## config.mk

```make
export PLATFORM = sky130hd
export DESIGN_NAME = ecc_ctrl_regs
export DESIGN_NICKNAME = d
export VERILOG_FILES = /design/src/logic/ecc_pkg.sv /design/src/logic/ecc_ctrl_regs.sv /design/src/logic/ecc_lin_shift.sv /design/src/logic/ecc_uport.sv
export SDC_FILE = /design/constraint.sdc
export NUM_CORES = 1
export LEC_CHECK = 0
export BUFFER_PORTS_ARGS = -buffer_cell sky130_fd_sc_hd__buf_2
export CAP_MARGIN = 20
export CORE_ASPECT_RATIO = 0.6
export CORE_MARGIN = 8
export CORE_UTILIZATION = 40
export CTS_CLUSTER_DIAMETER = 150
export DETAILED_ROUTE_END_ITERATION = 7
export GPL_TIMING_DRIVEN = 0
export PLACE_DENSITY = 0.65
export SYNTH_ARGS = -nofsm -noshare
export SYNTH_HDL_FRONTEND = slang
export SYNTH_SLANG_ARGS = --single-unit
```

## constraint.sdc

```tcl
create_clock -name mclk -period 1.6 [get_ports mclk]
set_input_delay 0.48 -clock mclk [delete_from_list [all_inputs] [get_ports mclk]]
set_output_delay 0.48 -clock mclk [all_outputs]
set_load 0.01 [all_outputs]
```

## src/logic/ecc_pkg.sv

```systemverilog
// Shared constants, types and helpers for the echo canceller control bank
`default_nettype none
package ecc_pkg;
  // ****************************************************
  // Register map
  // ****************************************************
  localparam logic [6:0] ECC_MAIN_ADDR = 7'h00;
  localparam logic [6:0] ECC_LINE_ADDR = 7'h01;
  localparam logic [6:0] ECC_ACOU_ADDR = 7'h21;
  localparam logic [7:0] ECC_MAIN_RST  = 8'h00;
  localparam logic [7:0] ECC_LINE_RST  = 8'h00;
  localparam logic [7:0] ECC_ACOU_RST  = 8'h00;
  localparam logic [7:0] ECC_UNMAPPED  = 8'h00;

  // ****************************************************
  // Field positions
  // ****************************************************
  localparam int MAIN_INIT   = 0;
  localparam int MAIN_HOWL   = 1;
  localparam int MAIN_GAIN   = 2;
  localparam int MAIN_NBAND  = 3;
  localparam int MAIN_BYPASS = 4;
  localparam int MAIN_MUTE_S = 5;
  localparam int MAIN_MUTE_R = 6;
  localparam int MAIN_SHPERM = 7;
  localparam int CC_SKIP     = 0;
  localparam int CC_FREEZE   = 1;
  localparam int CC_CLEAR    = 2;
  localparam int CC_OFFNULL  = 3;
  localparam int CC_NOISE    = 4;
  localparam int CC_SUPP     = 5;
  localparam int CC_SPEED    = 6;
  localparam int CC_TOP      = 7;

  // ****************************************************
  // Serial frame and timing
  // ****************************************************
  localparam int          ECC_CMD_RD_BIT = 7;
  localparam logic [3:0]  ECC_CMD_LAST   = 4'h7;
  localparam logic [3:0]  ECC_FRAME_LAST = 4'hF;
  localparam int          ECC_MCLK_NS    = 40;
  localparam int          ECC_INIT_NS    = 320;
  localparam int          ECC_INIT_CYC   = (ECC_INIT_NS + ECC_MCLK_NS - 1) / ECC_MCLK_NS;
  localparam logic [3:0]  ECC_INIT_LOAD  = 4'(ECC_INIT_CYC - 1);

  // Initialization sequencer, Gray along IDLE -> CLEAR -> RELEASE
  typedef enum logic [1:0] {
    ECC_IDLE    = 2'b00,
    ECC_CLEAR   = 2'b01,
    ECC_RELEASE = 2'b11
  } ecc_init_t;

  // Arithmetic right shift by two, sign kept
  function automatic logic [15:0] ecc_asr2(input logic [15:0] v);
    ecc_asr2 = {v[15], v[15], v[15:2]};
  endfunction

  // Left shift by two, zero fill
  function automatic logic [15:0] ecc_asl2(input logic [15:0] v);
    ecc_asl2 = {v[13:0], 2'b00};
  endfunction
endpackage
`default_nettype wire

```

## src/logic/ecc_ctrl_regs.sv

```systemverilog
// Control register bank of the dual echo canceller, reached over the serial microport
`timescale 1ns/1ns
`default_nettype none
module ecc_ctrl_regs
  import ecc_pkg::*;
(
  // Clock, reset, enable
  input  wire logic        mclk,
  input  wire logic        rstn,
  input  wire logic        ce,
  // Serial microport
  input  wire logic        sclk,
  input  wire logic        cs_n,
  input  wire logic        sdi,
  output logic             sdo,
  output logic             sdo_oe_n,
  // Port formats
  input  wire logic        send_linear16,
  input  wire logic        recv_linear16,
  // Sample path
  input  wire logic [15:0] send_in,
  input  wire logic [15:0] recv_in,
  input  wire logic [15:0] send_proc,
  input  wire logic [15:0] recv_proc,
  output logic [15:0]      send_in_sh,
  output logic [15:0]      recv_in_sh,
  output logic [15:0]      send_out,
  output logic [15:0]      recv_out,
  // Main controls
  output logic             init_busy,
  output logic             howl_detect_disable,
  output logic             auto_gain_disable,
  output logic             narrowband_detect_disable,
  output logic             path_bypass,
  output logic             send_mute,
  output logic             recv_mute,
  output logic             linear_two_bit_shift,
  // Line canceller controls
  output logic             line_estimate_subtract_skip,
  output logic             line_coefficient_update_freeze,
  output logic             line_coefficient_clear,
  output logic             line_offset_null_skip,
  output logic             line_comfort_noise_disable,
  output logic             line_residual_suppressor_disable,
  output logic             line_step_speed_control_disable,
  // Acoustic canceller controls
  output logic             acou_estimate_subtract_skip,
  output logic             acou_coefficient_update_freeze,
  output logic             acou_coefficient_clear,
  output logic             acou_offset_null_skip,
  output logic             acou_comfort_noise_disable,
  output logic             acou_residual_suppressor_disable,
  output logic             acou_step_speed_control_disable,
  output logic             acou_weighting_disable
);
  // ****************************************************
  // Declarations
  // ****************************************************
  logic [7:0] main_q;
  logic [7:0] line_q;
  logic [7:0] acou_q;
  ecc_init_t  init_q;
  logic [3:0] icnt_q;
  logic [6:0] rd_addr;
  logic [7:0] rd_data;
  logic       wr_stb;
  logic [6:0] wr_addr;
  logic [7:0] wr_data;
  logic       shift_act;
  logic       wr_main;
  logic       wr_line;
  logic       wr_acou;
  logic       init_start;

  // Register select: 0 main, 1 line, 2 acoustic, 3 unmapped
  function automatic logic [1:0] reg_sel(input logic [6:0] a);
    unique case (a)
      ECC_MAIN_ADDR: reg_sel = 2'h0;
      ECC_LINE_ADDR: reg_sel = 2'h1;
      ECC_ACOU_ADDR: reg_sel = 2'h2;
      default:       reg_sel = 2'h3;
    endcase
  endfunction

  // ****************************************************
  // Microport
  // ****************************************************
  ecc_uport ecc_uport_inst (
    .mclk     (mclk),
    .rstn     (rstn),
    .ce       (ce),
    .sclk     (sclk),
    .cs_n     (cs_n),
    .sdi      (sdi),
    .sdo      (sdo),
    .sdo_oe_n (sdo_oe_n),
    .rd_addr  (rd_addr),
    .rd_data  (rd_data),
    .wr_stb   (wr_stb),
    .wr_addr  (wr_addr),
    .wr_data  (wr_data)
  );

  // Writes decode only while idle; during init they would be overwritten anyway
  assign wr_main    = wr_stb & (init_q == ECC_IDLE) & (reg_sel(wr_addr) == 2'h0);
  assign wr_line    = wr_stb & (init_q == ECC_IDLE) & (reg_sel(wr_addr) == 2'h1);
  assign wr_acou    = wr_stb & (init_q == ECC_IDLE) & (reg_sel(wr_addr) == 2'h2);
  assign init_start = wr_main & wr_data[MAIN_INIT];

  // ****************************************************
  // Initialization sequencer
  // ****************************************************
  // Holds every register at default for a fixed stretch, then releases
  always_ff @(posedge mclk) begin
    if (!rstn) begin
      init_q <= ECC_IDLE;
      icnt_q <= 4'h0;
    end else if (ce) begin
      unique case (init_q)
        ECC_IDLE: begin
          if (init_start) begin
            init_q <= ECC_CLEAR;
            icnt_q <= ECC_INIT_LOAD;
          end
        end
        ECC_CLEAR: begin
          if (icnt_q == 4'h0) begin
            init_q <= ECC_RELEASE;
          end else begin
            icnt_q <= icnt_q - 4'h1;
          end
        end
        ECC_RELEASE: begin
          init_q <= ECC_IDLE;
        end
        default: begin
          init_q <= ECC_IDLE;
        end
      endcase
    end
  end

  // ****************************************************
  // Control registers
  // ****************************************************
  // Main control; bit 0 is never stored, it reads back from the sequencer
  always_ff @(posedge mclk) begin
    if (!rstn) begin
      main_q <= ECC_MAIN_RST;
    end else if (ce) begin
      if (init_q != ECC_IDLE || init_start) begin
        main_q <= ECC_MAIN_RST;
      end else if (wr_main) begin
        main_q <= {wr_data[7:1], 1'b0};
      end
    end
  end

  // Line canceller control
  always_ff @(posedge mclk) begin
    if (!rstn) begin
      line_q <= ECC_LINE_RST;
    end else if (ce) begin
      if (init_q != ECC_IDLE || init_start) begin
        line_q <= ECC_LINE_RST;
      end else if (wr_line) begin
        line_q <= wr_data;
      end
    end
  end

  // Acoustic canceller control
  always_ff @(posedge mclk) begin
    if (!rstn) begin
      acou_q <= ECC_ACOU_RST;
    end else if (ce) begin
      if (init_q != ECC_IDLE || init_start) begin
        acou_q <= ECC_ACOU_RST;
      end else if (wr_acou) begin
        acou_q <= wr_data;
      end
    end
  end

  // Read mux; unmapped addresses answer zero
  always_comb begin
    unique case (reg_sel(rd_addr))
      2'h0:    rd_data = {main_q[7:1], init_q != ECC_IDLE};
      2'h1:    rd_data = line_q;
      2'h2:    rd_data = acou_q;
      default: rd_data = ECC_UNMAPPED;
    endcase
  end

  // ****************************************************
  // Control outputs, straight from register bits except init busy and the gated shift
  // ****************************************************
  assign init_busy                 = init_q != ECC_IDLE;
  assign howl_detect_disable       = main_q[MAIN_HOWL];
  assign auto_gain_disable         = main_q[MAIN_GAIN];
  assign narrowband_detect_disable = main_q[MAIN_NBAND];
  assign path_bypass               = main_q[MAIN_BYPASS];
  assign send_mute                 = main_q[MAIN_MUTE_S];
  assign recv_mute                 = main_q[MAIN_MUTE_R];

  // Shift honoured only with permit and both ports linear
  assign shift_act = line_q[CC_TOP] & main_q[MAIN_SHPERM]
                   & send_linear16 & recv_linear16;
  assign linear_two_bit_shift = shift_act;

  // Line canceller acts on the receive path
  assign line_estimate_subtract_skip      = line_q[CC_SKIP];
  assign line_coefficient_update_freeze   = line_q[CC_FREEZE];
  assign line_coefficient_clear           = line_q[CC_CLEAR];
  assign line_offset_null_skip            = line_q[CC_OFFNULL];
  assign line_comfort_noise_disable       = line_q[CC_NOISE];
  assign line_residual_suppressor_disable = line_q[CC_SUPP];
  assign line_step_speed_control_disable  = line_q[CC_SPEED];

  // Acoustic canceller acts on the send path
  assign acou_estimate_subtract_skip      = acou_q[CC_SKIP];
  assign acou_coefficient_update_freeze   = acou_q[CC_FREEZE];
  assign acou_coefficient_clear           = acou_q[CC_CLEAR];
  assign acou_offset_null_skip            = acou_q[CC_OFFNULL];
  assign acou_comfort_noise_disable       = acou_q[CC_NOISE];
  assign acou_residual_suppressor_disable = acou_q[CC_SUPP];
  assign acou_step_speed_control_disable  = acou_q[CC_SPEED];
  assign acou_weighting_disable           = acou_q[CC_TOP];

  // ****************************************************
  // Sample scaling
  // ****************************************************
  ecc_lin_shift ecc_lin_shift_inst (
    .mclk       (mclk),
    .rstn       (rstn),
    .ce         (ce),
    .shift_en   (shift_act),
    .send_in    (send_in),
    .recv_in    (recv_in),
    .send_proc  (send_proc),
    .recv_proc  (recv_proc),
    .send_in_sh (send_in_sh),
    .recv_in_sh (recv_in_sh),
    .send_out   (send_out),
    .recv_out   (recv_out)
  );

  // ****************************************************
  // Checks
  // ****************************************************
  a_init_clears: assert property (@(posedge mclk) disable iff (!rstn)
    (ce && init_q == ECC_IDLE && init_start) |=> (init_q == ECC_CLEAR)
      ##[1:40] (init_q == ECC_IDLE))
    else $error("init bit did not self-clear");

  a_init_defaults: assert property (@(posedge mclk) disable iff (!rstn)
    (init_q == ECC_RELEASE) |-> (main_q == ECC_MAIN_RST && line_q == ECC_LINE_RST
      && acou_q == ECC_ACOU_RST))
    else $error("registers not preset by init");

  a_init_poll: assert property (@(posedge mclk) disable iff (!rstn)
    (init_q != ECC_IDLE && reg_sel(rd_addr) == 2'h0) |-> rd_data[MAIN_INIT])
    else $error("init bit reads zero while busy");

  a_main_write: assert property (@(posedge mclk) disable iff (!rstn)
    (ce && wr_main && !wr_data[MAIN_INIT]) |=>
      ({recv_mute, send_mute, path_bypass, narrowband_detect_disable,
        auto_gain_disable, howl_detect_disable} == $past(wr_data[6:1])))
    else $error("main control outputs do not follow write");

  a_line_write: assert property (@(posedge mclk) disable iff (!rstn)
    (ce && wr_line) |=> (line_residual_suppressor_disable == $past(wr_data[CC_SUPP])
      && line_coefficient_clear == $past(wr_data[CC_CLEAR])))
    else $error("line control outputs do not follow write");

  a_acou_write: assert property (@(posedge mclk) disable iff (!rstn)
    (ce && wr_acou) |=> (acou_weighting_disable == $past(wr_data[CC_TOP])
      && acou_estimate_subtract_skip == $past(wr_data[CC_SKIP])))
    else $error("acoustic control outputs do not follow write");

  a_shift_gate: assert property (@(posedge mclk) disable iff (!rstn)
    !(send_linear16 && recv_linear16 && main_q[MAIN_SHPERM]) |-> !linear_two_bit_shift)
    else $error("shift active without permit or linear ports");

  a_reset_zero: assert property (@(posedge mclk) disable iff (!rstn)
    $rose(rstn) |-> (main_q == 8'h00 && line_q == 8'h00 && acou_q == 8'h00))
    else $error("registers not zero after reset");
endmodule // ecc_ctrl_regs
`default_nettype wire

```

## src/logic/ecc_lin_shift.sv

```systemverilog
// Two-bit scaling of linear samples on both paths
`timescale 1ns/1ns
`default_nettype none
module ecc_lin_shift
  import ecc_pkg::*;
(
  // Clock and reset
  input  wire logic        mclk,
  input  wire logic        rstn,
  input  wire logic        ce,
  // Control
  input  wire logic        shift_en,
  // Samples
  input  wire logic [15:0] send_in,
  input  wire logic [15:0] recv_in,
  input  wire logic [15:0] send_proc,
  input  wire logic [15:0] recv_proc,
  output logic [15:0]      send_in_sh,
  output logic [15:0]      recv_in_sh,
  output logic [15:0]      send_out,
  output logic [15:0]      recv_out
);
  // Inputs scaled down, outputs scaled up; one register stage
  always_ff @(posedge mclk) begin
    if (!rstn) begin
      send_in_sh <= 16'h0000;
      recv_in_sh <= 16'h0000;
      send_out   <= 16'h0000;
      recv_out   <= 16'h0000;
    end else if (ce) begin
      send_in_sh <= shift_en ? ecc_asr2(send_in) : send_in;
      recv_in_sh <= shift_en ? ecc_asr2(recv_in) : recv_in;
      send_out   <= shift_en ? ecc_asl2(send_proc) : send_proc;
      recv_out   <= shift_en ? ecc_asl2(recv_proc) : recv_proc;
    end
  end

  a_shift_scale: assert property (@(posedge mclk) disable iff (!rstn)
    (ce && shift_en) |=> (send_in_sh == ecc_asr2($past(send_in)))
      && (recv_out == ecc_asl2($past(recv_proc))))
    else $error("linear shift scaling wrong");
endmodule // ecc_lin_shift
`default_nettype wire

```

## src/logic/ecc_uport.sv

```systemverilog
// Serial microport slave: 8-bit command then 8-bit data, MSB first
`timescale 1ns/1ns
`default_nettype none
module ecc_uport
  import ecc_pkg::*;
(
  // Clock and reset
  input  wire logic       mclk,
  input  wire logic       rstn,
  input  wire logic       ce,
  // Microport pins
  input  wire logic       sclk,
  input  wire logic       cs_n,
  input  wire logic       sdi,
  output logic            sdo,
  output logic            sdo_oe_n,
  // Register side
  output logic [6:0]      rd_addr,
  input  wire logic [7:0] rd_data,
  output logic            wr_stb,
  output logic [6:0]      wr_addr,
  output logic [7:0]      wr_data
);
  logic       sclk_q;
  logic [3:0] cnt_q;
  logic [7:0] sh_q;
  logic [7:0] tx_q;
  logic       rd_q;
  logic       cmd_q;
  logic       load_q;
  logic       sdo_q;
  logic       rise;
  logic       fall;

  // Edges of the serial clock, sampled as a plain synchronous input
  assign rise = sclk & ~sclk_q & ~cs_n;
  assign fall = ~sclk & sclk_q & ~cs_n;

  // Bit counter and shift-in; chip select high aborts a frame
  always_ff @(posedge mclk) begin
    if (!rstn) begin
      sclk_q <= 1'b0;
      cnt_q  <= 4'h0;
      sh_q   <= 8'h00;
      cmd_q  <= 1'b0;
      rd_q   <= 1'b0;
      rd_addr <= 7'h00;
    end else if (ce) begin
      sclk_q <= sclk;
      if (cs_n) begin
        cnt_q <= 4'h0;
        cmd_q <= 1'b0;
      end else if (rise) begin
        cnt_q <= cnt_q + 4'h1;
        sh_q  <= {sh_q[6:0], sdi};
        if (cnt_q == ECC_CMD_LAST) begin
          cmd_q   <= 1'b1;
          rd_q    <= sh_q[ECC_CMD_RD_BIT - 1];
          rd_addr <= {sh_q[5:0], sdi};
        end
      end
    end
  end

  // Write strobe at the last data bit of a write frame
  always_ff @(posedge mclk) begin
    if (!rstn) begin
      wr_stb  <= 1'b0;
      wr_addr <= 7'h00;
      wr_data <= 8'h00;
    end else if (ce) begin
      wr_stb <= rise & cmd_q & ~rd_q & (cnt_q == ECC_FRAME_LAST);
      if (rise & cmd_q & (cnt_q == ECC_FRAME_LAST)) begin
        wr_addr <= rd_addr;
        wr_data <= {sh_q[6:0], sdi};
      end
    end
  end

  // Read data loads one cycle after the command, well before the next falling edge
  always_ff @(posedge mclk) begin
    if (!rstn) begin
      load_q <= 1'b0;
      tx_q   <= 8'h00;
      sdo_q  <= 1'b0;
    end else if (ce) begin
      load_q <= rise & (cnt_q == ECC_CMD_LAST);
      if (load_q) begin
        tx_q <= rd_data;
      end else if (fall & cmd_q & rd_q) begin
        sdo_q <= tx_q[7];
        tx_q  <= {tx_q[6:0], 1'b0};
      end
    end
  end

  assign sdo      = sdo_q;
  assign sdo_oe_n = ~(~cs_n & cmd_q & rd_q);
endmodule // ecc_uport
`default_nettype wire

```

# Yosys cells after proc, flatten, opt, wreduce, memory -nomap -nowiden
# Index checks and enable logic that the tools add are counted.
[classes]
n_reduce_logical = 27
add_sub_neg = 2
bitwise = 27
muxes = 26
n_eq_ne = 14
[op_table]
columns = ["cell", "n"]
rows = [
  ["two-way mux 8 bit", 8],
  ["two-way mux 16 bit", 2],
  ["two-way mux 15 bit", 2],
  ["case mux 8 bit (3 select lines)", 1],
  ["AND 1 bit", 21],
  ["two-way mux 4 bit", 4],
  ["nonzero test 2 bit", 8],
  ["equality test 7 x 1 -> 1 bit (second input constant)", 2],
  ["equality test 7 x 6 -> 1 bit (second input constant)", 2],
  ["zero test 7 bit", 2],
  ["case mux 2 bit (3 select lines)", 2],
  ["AND reduction 2 bit", 6],
  ["AND reduction 3 bit", 4],
  ["case mux 4 bit (2 select lines)", 1],
  ["AND reduction 4 bit", 2],
  ["equality test 2 x 1 -> 1 bit (second input constant)", 3],
  ["zero test 2 bit", 3],
  ["inequality test 2 bit (second input constant)", 3],
  ["inverter 1 bit", 6],
  ["adder 4 x 1 -> 4 bit (second input constant)", 1],
  ["equality test 2 bit (second input constant)", 2],
  ["equality test 4 x 3 -> 1 bit (second input constant)", 1],
  ["equality test 4 bit (second input constant)", 1],
  ["zero test 4 bit", 1],
  ["5 further kinds", 8],
]
[word_totals]
reg_bits = 141
input_bits = 72
word_cells = 117
out_inout_bits = 89

# Longest topological paths before layout
[depth]
word_depth = 8
depth_mapped = 6
depth_no_buf = 6

# By module
# A second synthesis with hierarchy kept.
[hier_totals]
cells_unflattened = 656
area_unflattened_um2 = 6167.2
[by_module_without_submodules]
columns = ["mod", "seq_area_each_um2", "n_inst", "cells_per_inst", "area_per_inst_um2"]
rows = [
  ["ecc_lin_shift", 1281.2, 1, 282, 2805.2],
  ["ecc_uport", 940.9, 1, 222, 1956.9],
  ["ecc_ctrl_regs", 580.6, 1, 152, 1405.1],
]

# Worst setup path after synthesis
# OpenSTA, ideal clock, no wires.
[synth_timing]
kind = "register to register"
start = "register ecc_uport_inst.cnt_q[0]"
end = "register ecc_uport_inst.wr_data[6]"
synth_period_minus_slack_ns = 1.640
stages_incl_launch_ff = 7
arrival_ns = 1.512
required_ns = 1.472
setup_ns = 0.128
setup_slack_ns = -0.040
n_path_buf = 1
path_cell_list = "dfxtp_1 ha_1 nand4_1 nor2_2 buf_4 mux2i_1 nor2_1"
[synth_via]
elab_chain_cells = 3
[synth_lines]
columns = ["element", "line_no", "source"]
rows = [
  ["from (decl)", "ecc_uport.sv:25", "logic [3:0] cnt_q;"],
  ["from (signal assigned)", "ecc_uport.sv:54", "cnt_q <= cnt_q + 4'h1;"],
  ["equality test 4 bit", "ecc_uport.sv:73", "if (rise & cmd_q & (cnt_q == ECC_FRAME_LAST)) begin"],
  ["AND 1 bit", "ecc_uport.sv:73", ""],
  ["AND reduction 2 bit (no line)", "--", ""],
  ["to (signal assigned)", "ecc_uport.sv:75", "wr_data <= {sh_q[6:0], sdi};"],
  ["to (decl)", "ecc_uport.sv:22", "output logic [7:0] wr_data"],
]
# Every way passes these cells.
# A chain may end at the register's enable or synchronous reset.

# Final worst setup path
[layout_timing]
start = "register line_q[7]"
end = "output port linear_two_bit_shift"
[layout_via]
elab_chain_cells = 3
[layout_lines]
columns = ["element", "line_no", "source"]
rows = [
  ["from (decl)", "ecc_ctrl_regs.sv:60", "logic [7:0] line_q;"],
  ["from (signal assigned)", "ecc_ctrl_regs.sv:167", "line_q <= wr_data;"],
  ["AND 1 bit", "ecc_ctrl_regs.sv:207", "assign shift_act = line_q[CC_TOP] & main_q[MAIN_SHPERM]"],
  ["AND 1 bit (2 in series)", "ecc_ctrl_regs.sv:208", "& send_linear16 & recv_linear16;"],
  ["to (decl)", "ecc_ctrl_regs.sv:37", "output logic linear_two_bit_shift,"],
]
# Every way passes these cells.

==> results.yml <==
cts:
  worstSkewPairLatency_ns: 0.43
  clkTransAtPathRegs_ns: 0.07
  cts_hold_buf: 0
  cts_buffer_depth: 2
  cts_tree: "built"
  ctsHtreeMaxLevel: 4
  clock-sinks: 140
  cts_buffers: 17
  cts-root-buf: "clkbuf_16"
sta:
  finalCritPeriodShare: 1.11
  rsz0062_at_grt: "yes"
  hold_viol_final: 0
  setup_violations: 1
  slew_headroom: 0.584
  worst_pin_slew_ns: 0.624
  fin_crit_ns: 1.77
  slew_viol_final: 0
  max_freq_mhz: 564
  clock_skew_ns: 0.0240
  fin_ws_ns: -0.173
final_layout:
  syn2layout_area_growth_pct: 37.8
  final_util: 0.564
  antenna_cells: 0
  fin_cells: 1110
  nNetsFinal: 973
  drive_gt1_frac: 0.343
worst_setup_path:
  cp_max_fo: 2
  worstPathRequired_ns: 1.12
  r2r_start: "ecc_uport_inst.wr_addr[0]"
  worstPathCellList: "nand4_1 > inv_2 > buf_8 > buf_6"
  critPathLaunchType: "flip-flop"
  worstSetupStartpoint: "line_q[7]"
  critPathSlowestCell: "dfxtp_2"
  cpPeakStageDelay_ns: 0.34
  critPathCaptureType: "output pin"
  crit_type: "flip-flop to output pin"
  arrival_ns: 1.29
yosys:
  avgSynthCellArea_um2: 8.56
  yosysWarningCount: 0
  synth_top_area_frac: 0.474
  syn_inst: 691
  synthTopCellsByArea: "dfxtp_1, nand2_1, a311oi_1"
  yosys.area.top_type: "dfxtp_1"
  synth-seq-cells: 140
  synth_ff_type: "dfxtp_1"
  synth_area_um2: 5920
  ys_seq_area_frac: 0.474
  yosysMostFrequentCell: "nand2_1"
  synth-edff-count: 0
  synth_common_cells: "nand2_1, dfxtp_1, nor2_1"
  yosysUniqueCellTypes: 58
  synthesis.nets: 765
  ys_async_sr_fraction: 0
detailed_routing:
  routedWlPerCell_um: 18.4
  route.detailed.drc: 0
  routed_wl_um: 20500
  avgViaCountPerCell: 5.43
  vias: 6028
  drtAntennaViolNets: 0
  drt-initial-drc-count: 566
  dr.pass1.iters: 4
grt:
  grtUsageTotal: 0.205
  overflow: 0
  grt_max_degree: 17
  grt_pass1_wl_um: 31100
  antenna_found_initial: 0
  grt_pass1_vias: 5652
placed_design:
  port_buffers: 159
  hpwl_um: 14600
  place_congestion: 0.840
  dp.cells: 1048
floorplan:
  die_x_um: 173
  core_area_um2: 14500
  dieArea_um2: 19100
  pin_count: 161
  start_util: 0.409
  fp.dieH_um: 110
  num_rows: 34
flow_run:
  max_cap_viol_count: 0
status:
  status: "finished with violations"
  violations: "negative setup slack"
power:
  peakVddDrop_uv: 504
  p_per_area_nw_per_um2: 1020
  cellLeakagePower_nw: 3.55
hold_path:
  hp-start: "send_in[1]"
  min_path_type: "input port to flip-flop"
-- worst max-delay path, delay by kind of cell, from the launching register on --
kind | cells | cell delay, ns
buffers and inverters | 3 | 0.34
DFF | 1 | 0.34
and+or+nand+nor | 1 | 0.19
-- cells in the final DEF, fill, tap and decap left out, drive strengths merged, types with 4 or more instances in the layout --
cell / instances
a22o: 7
o21ai: 17
nand4: 4
nor2: 84
a32o: 7
a311oi: 54
a21oi: 26
mux2i: 20
dfxtp: 140
a22oi: 9
inv: 25
nand2: 167
o221ai: 7
buf: 205
o22ai: 8
o211a: 7
nand3: 8
nor3: 6
mux2: 8
a31oi: 4
clkbuf: 54
-- worst paths after layout --
path / to / slack, ns / cells past startpoint
setup / recovery: linear_two_bit_shift / -0.17 / 4
hold / removal: ecc_lin_shift_inst.send_in_sh[1] / 0.31 / 3
hold reg to reg: ecc_lin_shift_inst.recv_out[0] / 0.46 / 2
setup reg to reg: icnt_q[3] / 0 / 5
-- routing by layer --
metal	vias to the layer above	wire [um]	track usage
met5	-	0	0
met3	20	1930	0.0677
met2	246	8530	0.280
met4	0	219	0.0576
li1	2889	-	-
met1	2873	9770	0.299
-- cell type report --
cell class,count,area (um^2)
Fill cell,1336,6310
Clock inverter,14,150
Clock buffer,18,439
Timing Repair Buffer,191,1110
Tap cell,198,248
Sequential cell,140,2820
Buffer,51,362
Multi-Input combinational cell,481,2960
Inverter,17,63.8
-- report_power, final --
group	internal, W	switching (W)
clock network	0.00225	0.00170
logic	0.000263	0.000419
registers	0.00359	0.0000604
-- registers in the layout, indices dropped and copies added (netlist names), 8 cells and up --
name	count
line_q	8
ecc_lin_shift_inst.send_out	16
ecc_uport_inst.wr_data	8
acou_q	8
ecc_lin_shift_inst.send_in_sh	16
ecc_lin_shift_inst.recv_out	16
ecc_uport_inst.tx_q	8
ecc_lin_shift_inst.recv_in_sh	16
-- cells by family (layout without fill, tap and decap cells) --
logic type	after synthesis	after routing	share of synthesized area
adders and majority gates	2	2	0.00423
buffers and inverters	70	291	0.0495
xor gates and xnor gates	2	2	0.00296
and+or+nand+nor	292	292	0.217
AOI/OAI and AO/OA	157	157	0.204
muxes	28	28	0.0491
DFF	140	140	0.474
-- stage by stage --
stage	TNS (ns)	hold WS (ns)	power [W]	cell area [um^2]	worst slack, ns
2_1_floorplan	0	0.439	0.00405	5920	0.00335
3_3_place_gp	-57.95	0.450	0.00439	6970	-0.627
3_5_place_dp	-57.51	0.452	0.00439	6970	-0.615
4_1_cts	-0.371	0.308	0.00828	7980	-0.212
5_1_grt	-0.370	0.311	0.00857	8150	-0.224
6_report	-0.173	0.307	0.00828	8150	-0.173
-- what timing repair did --
item / 4_1_cts / 5_1_grt
resized for setup: 59 / 69
gates cloned: 5 / 1
setup buffers: 27 / 6
pin swaps: 14 / 13
endpoints found under the setup margin: 111 / 128
Power figures use the tool's default switching activity.
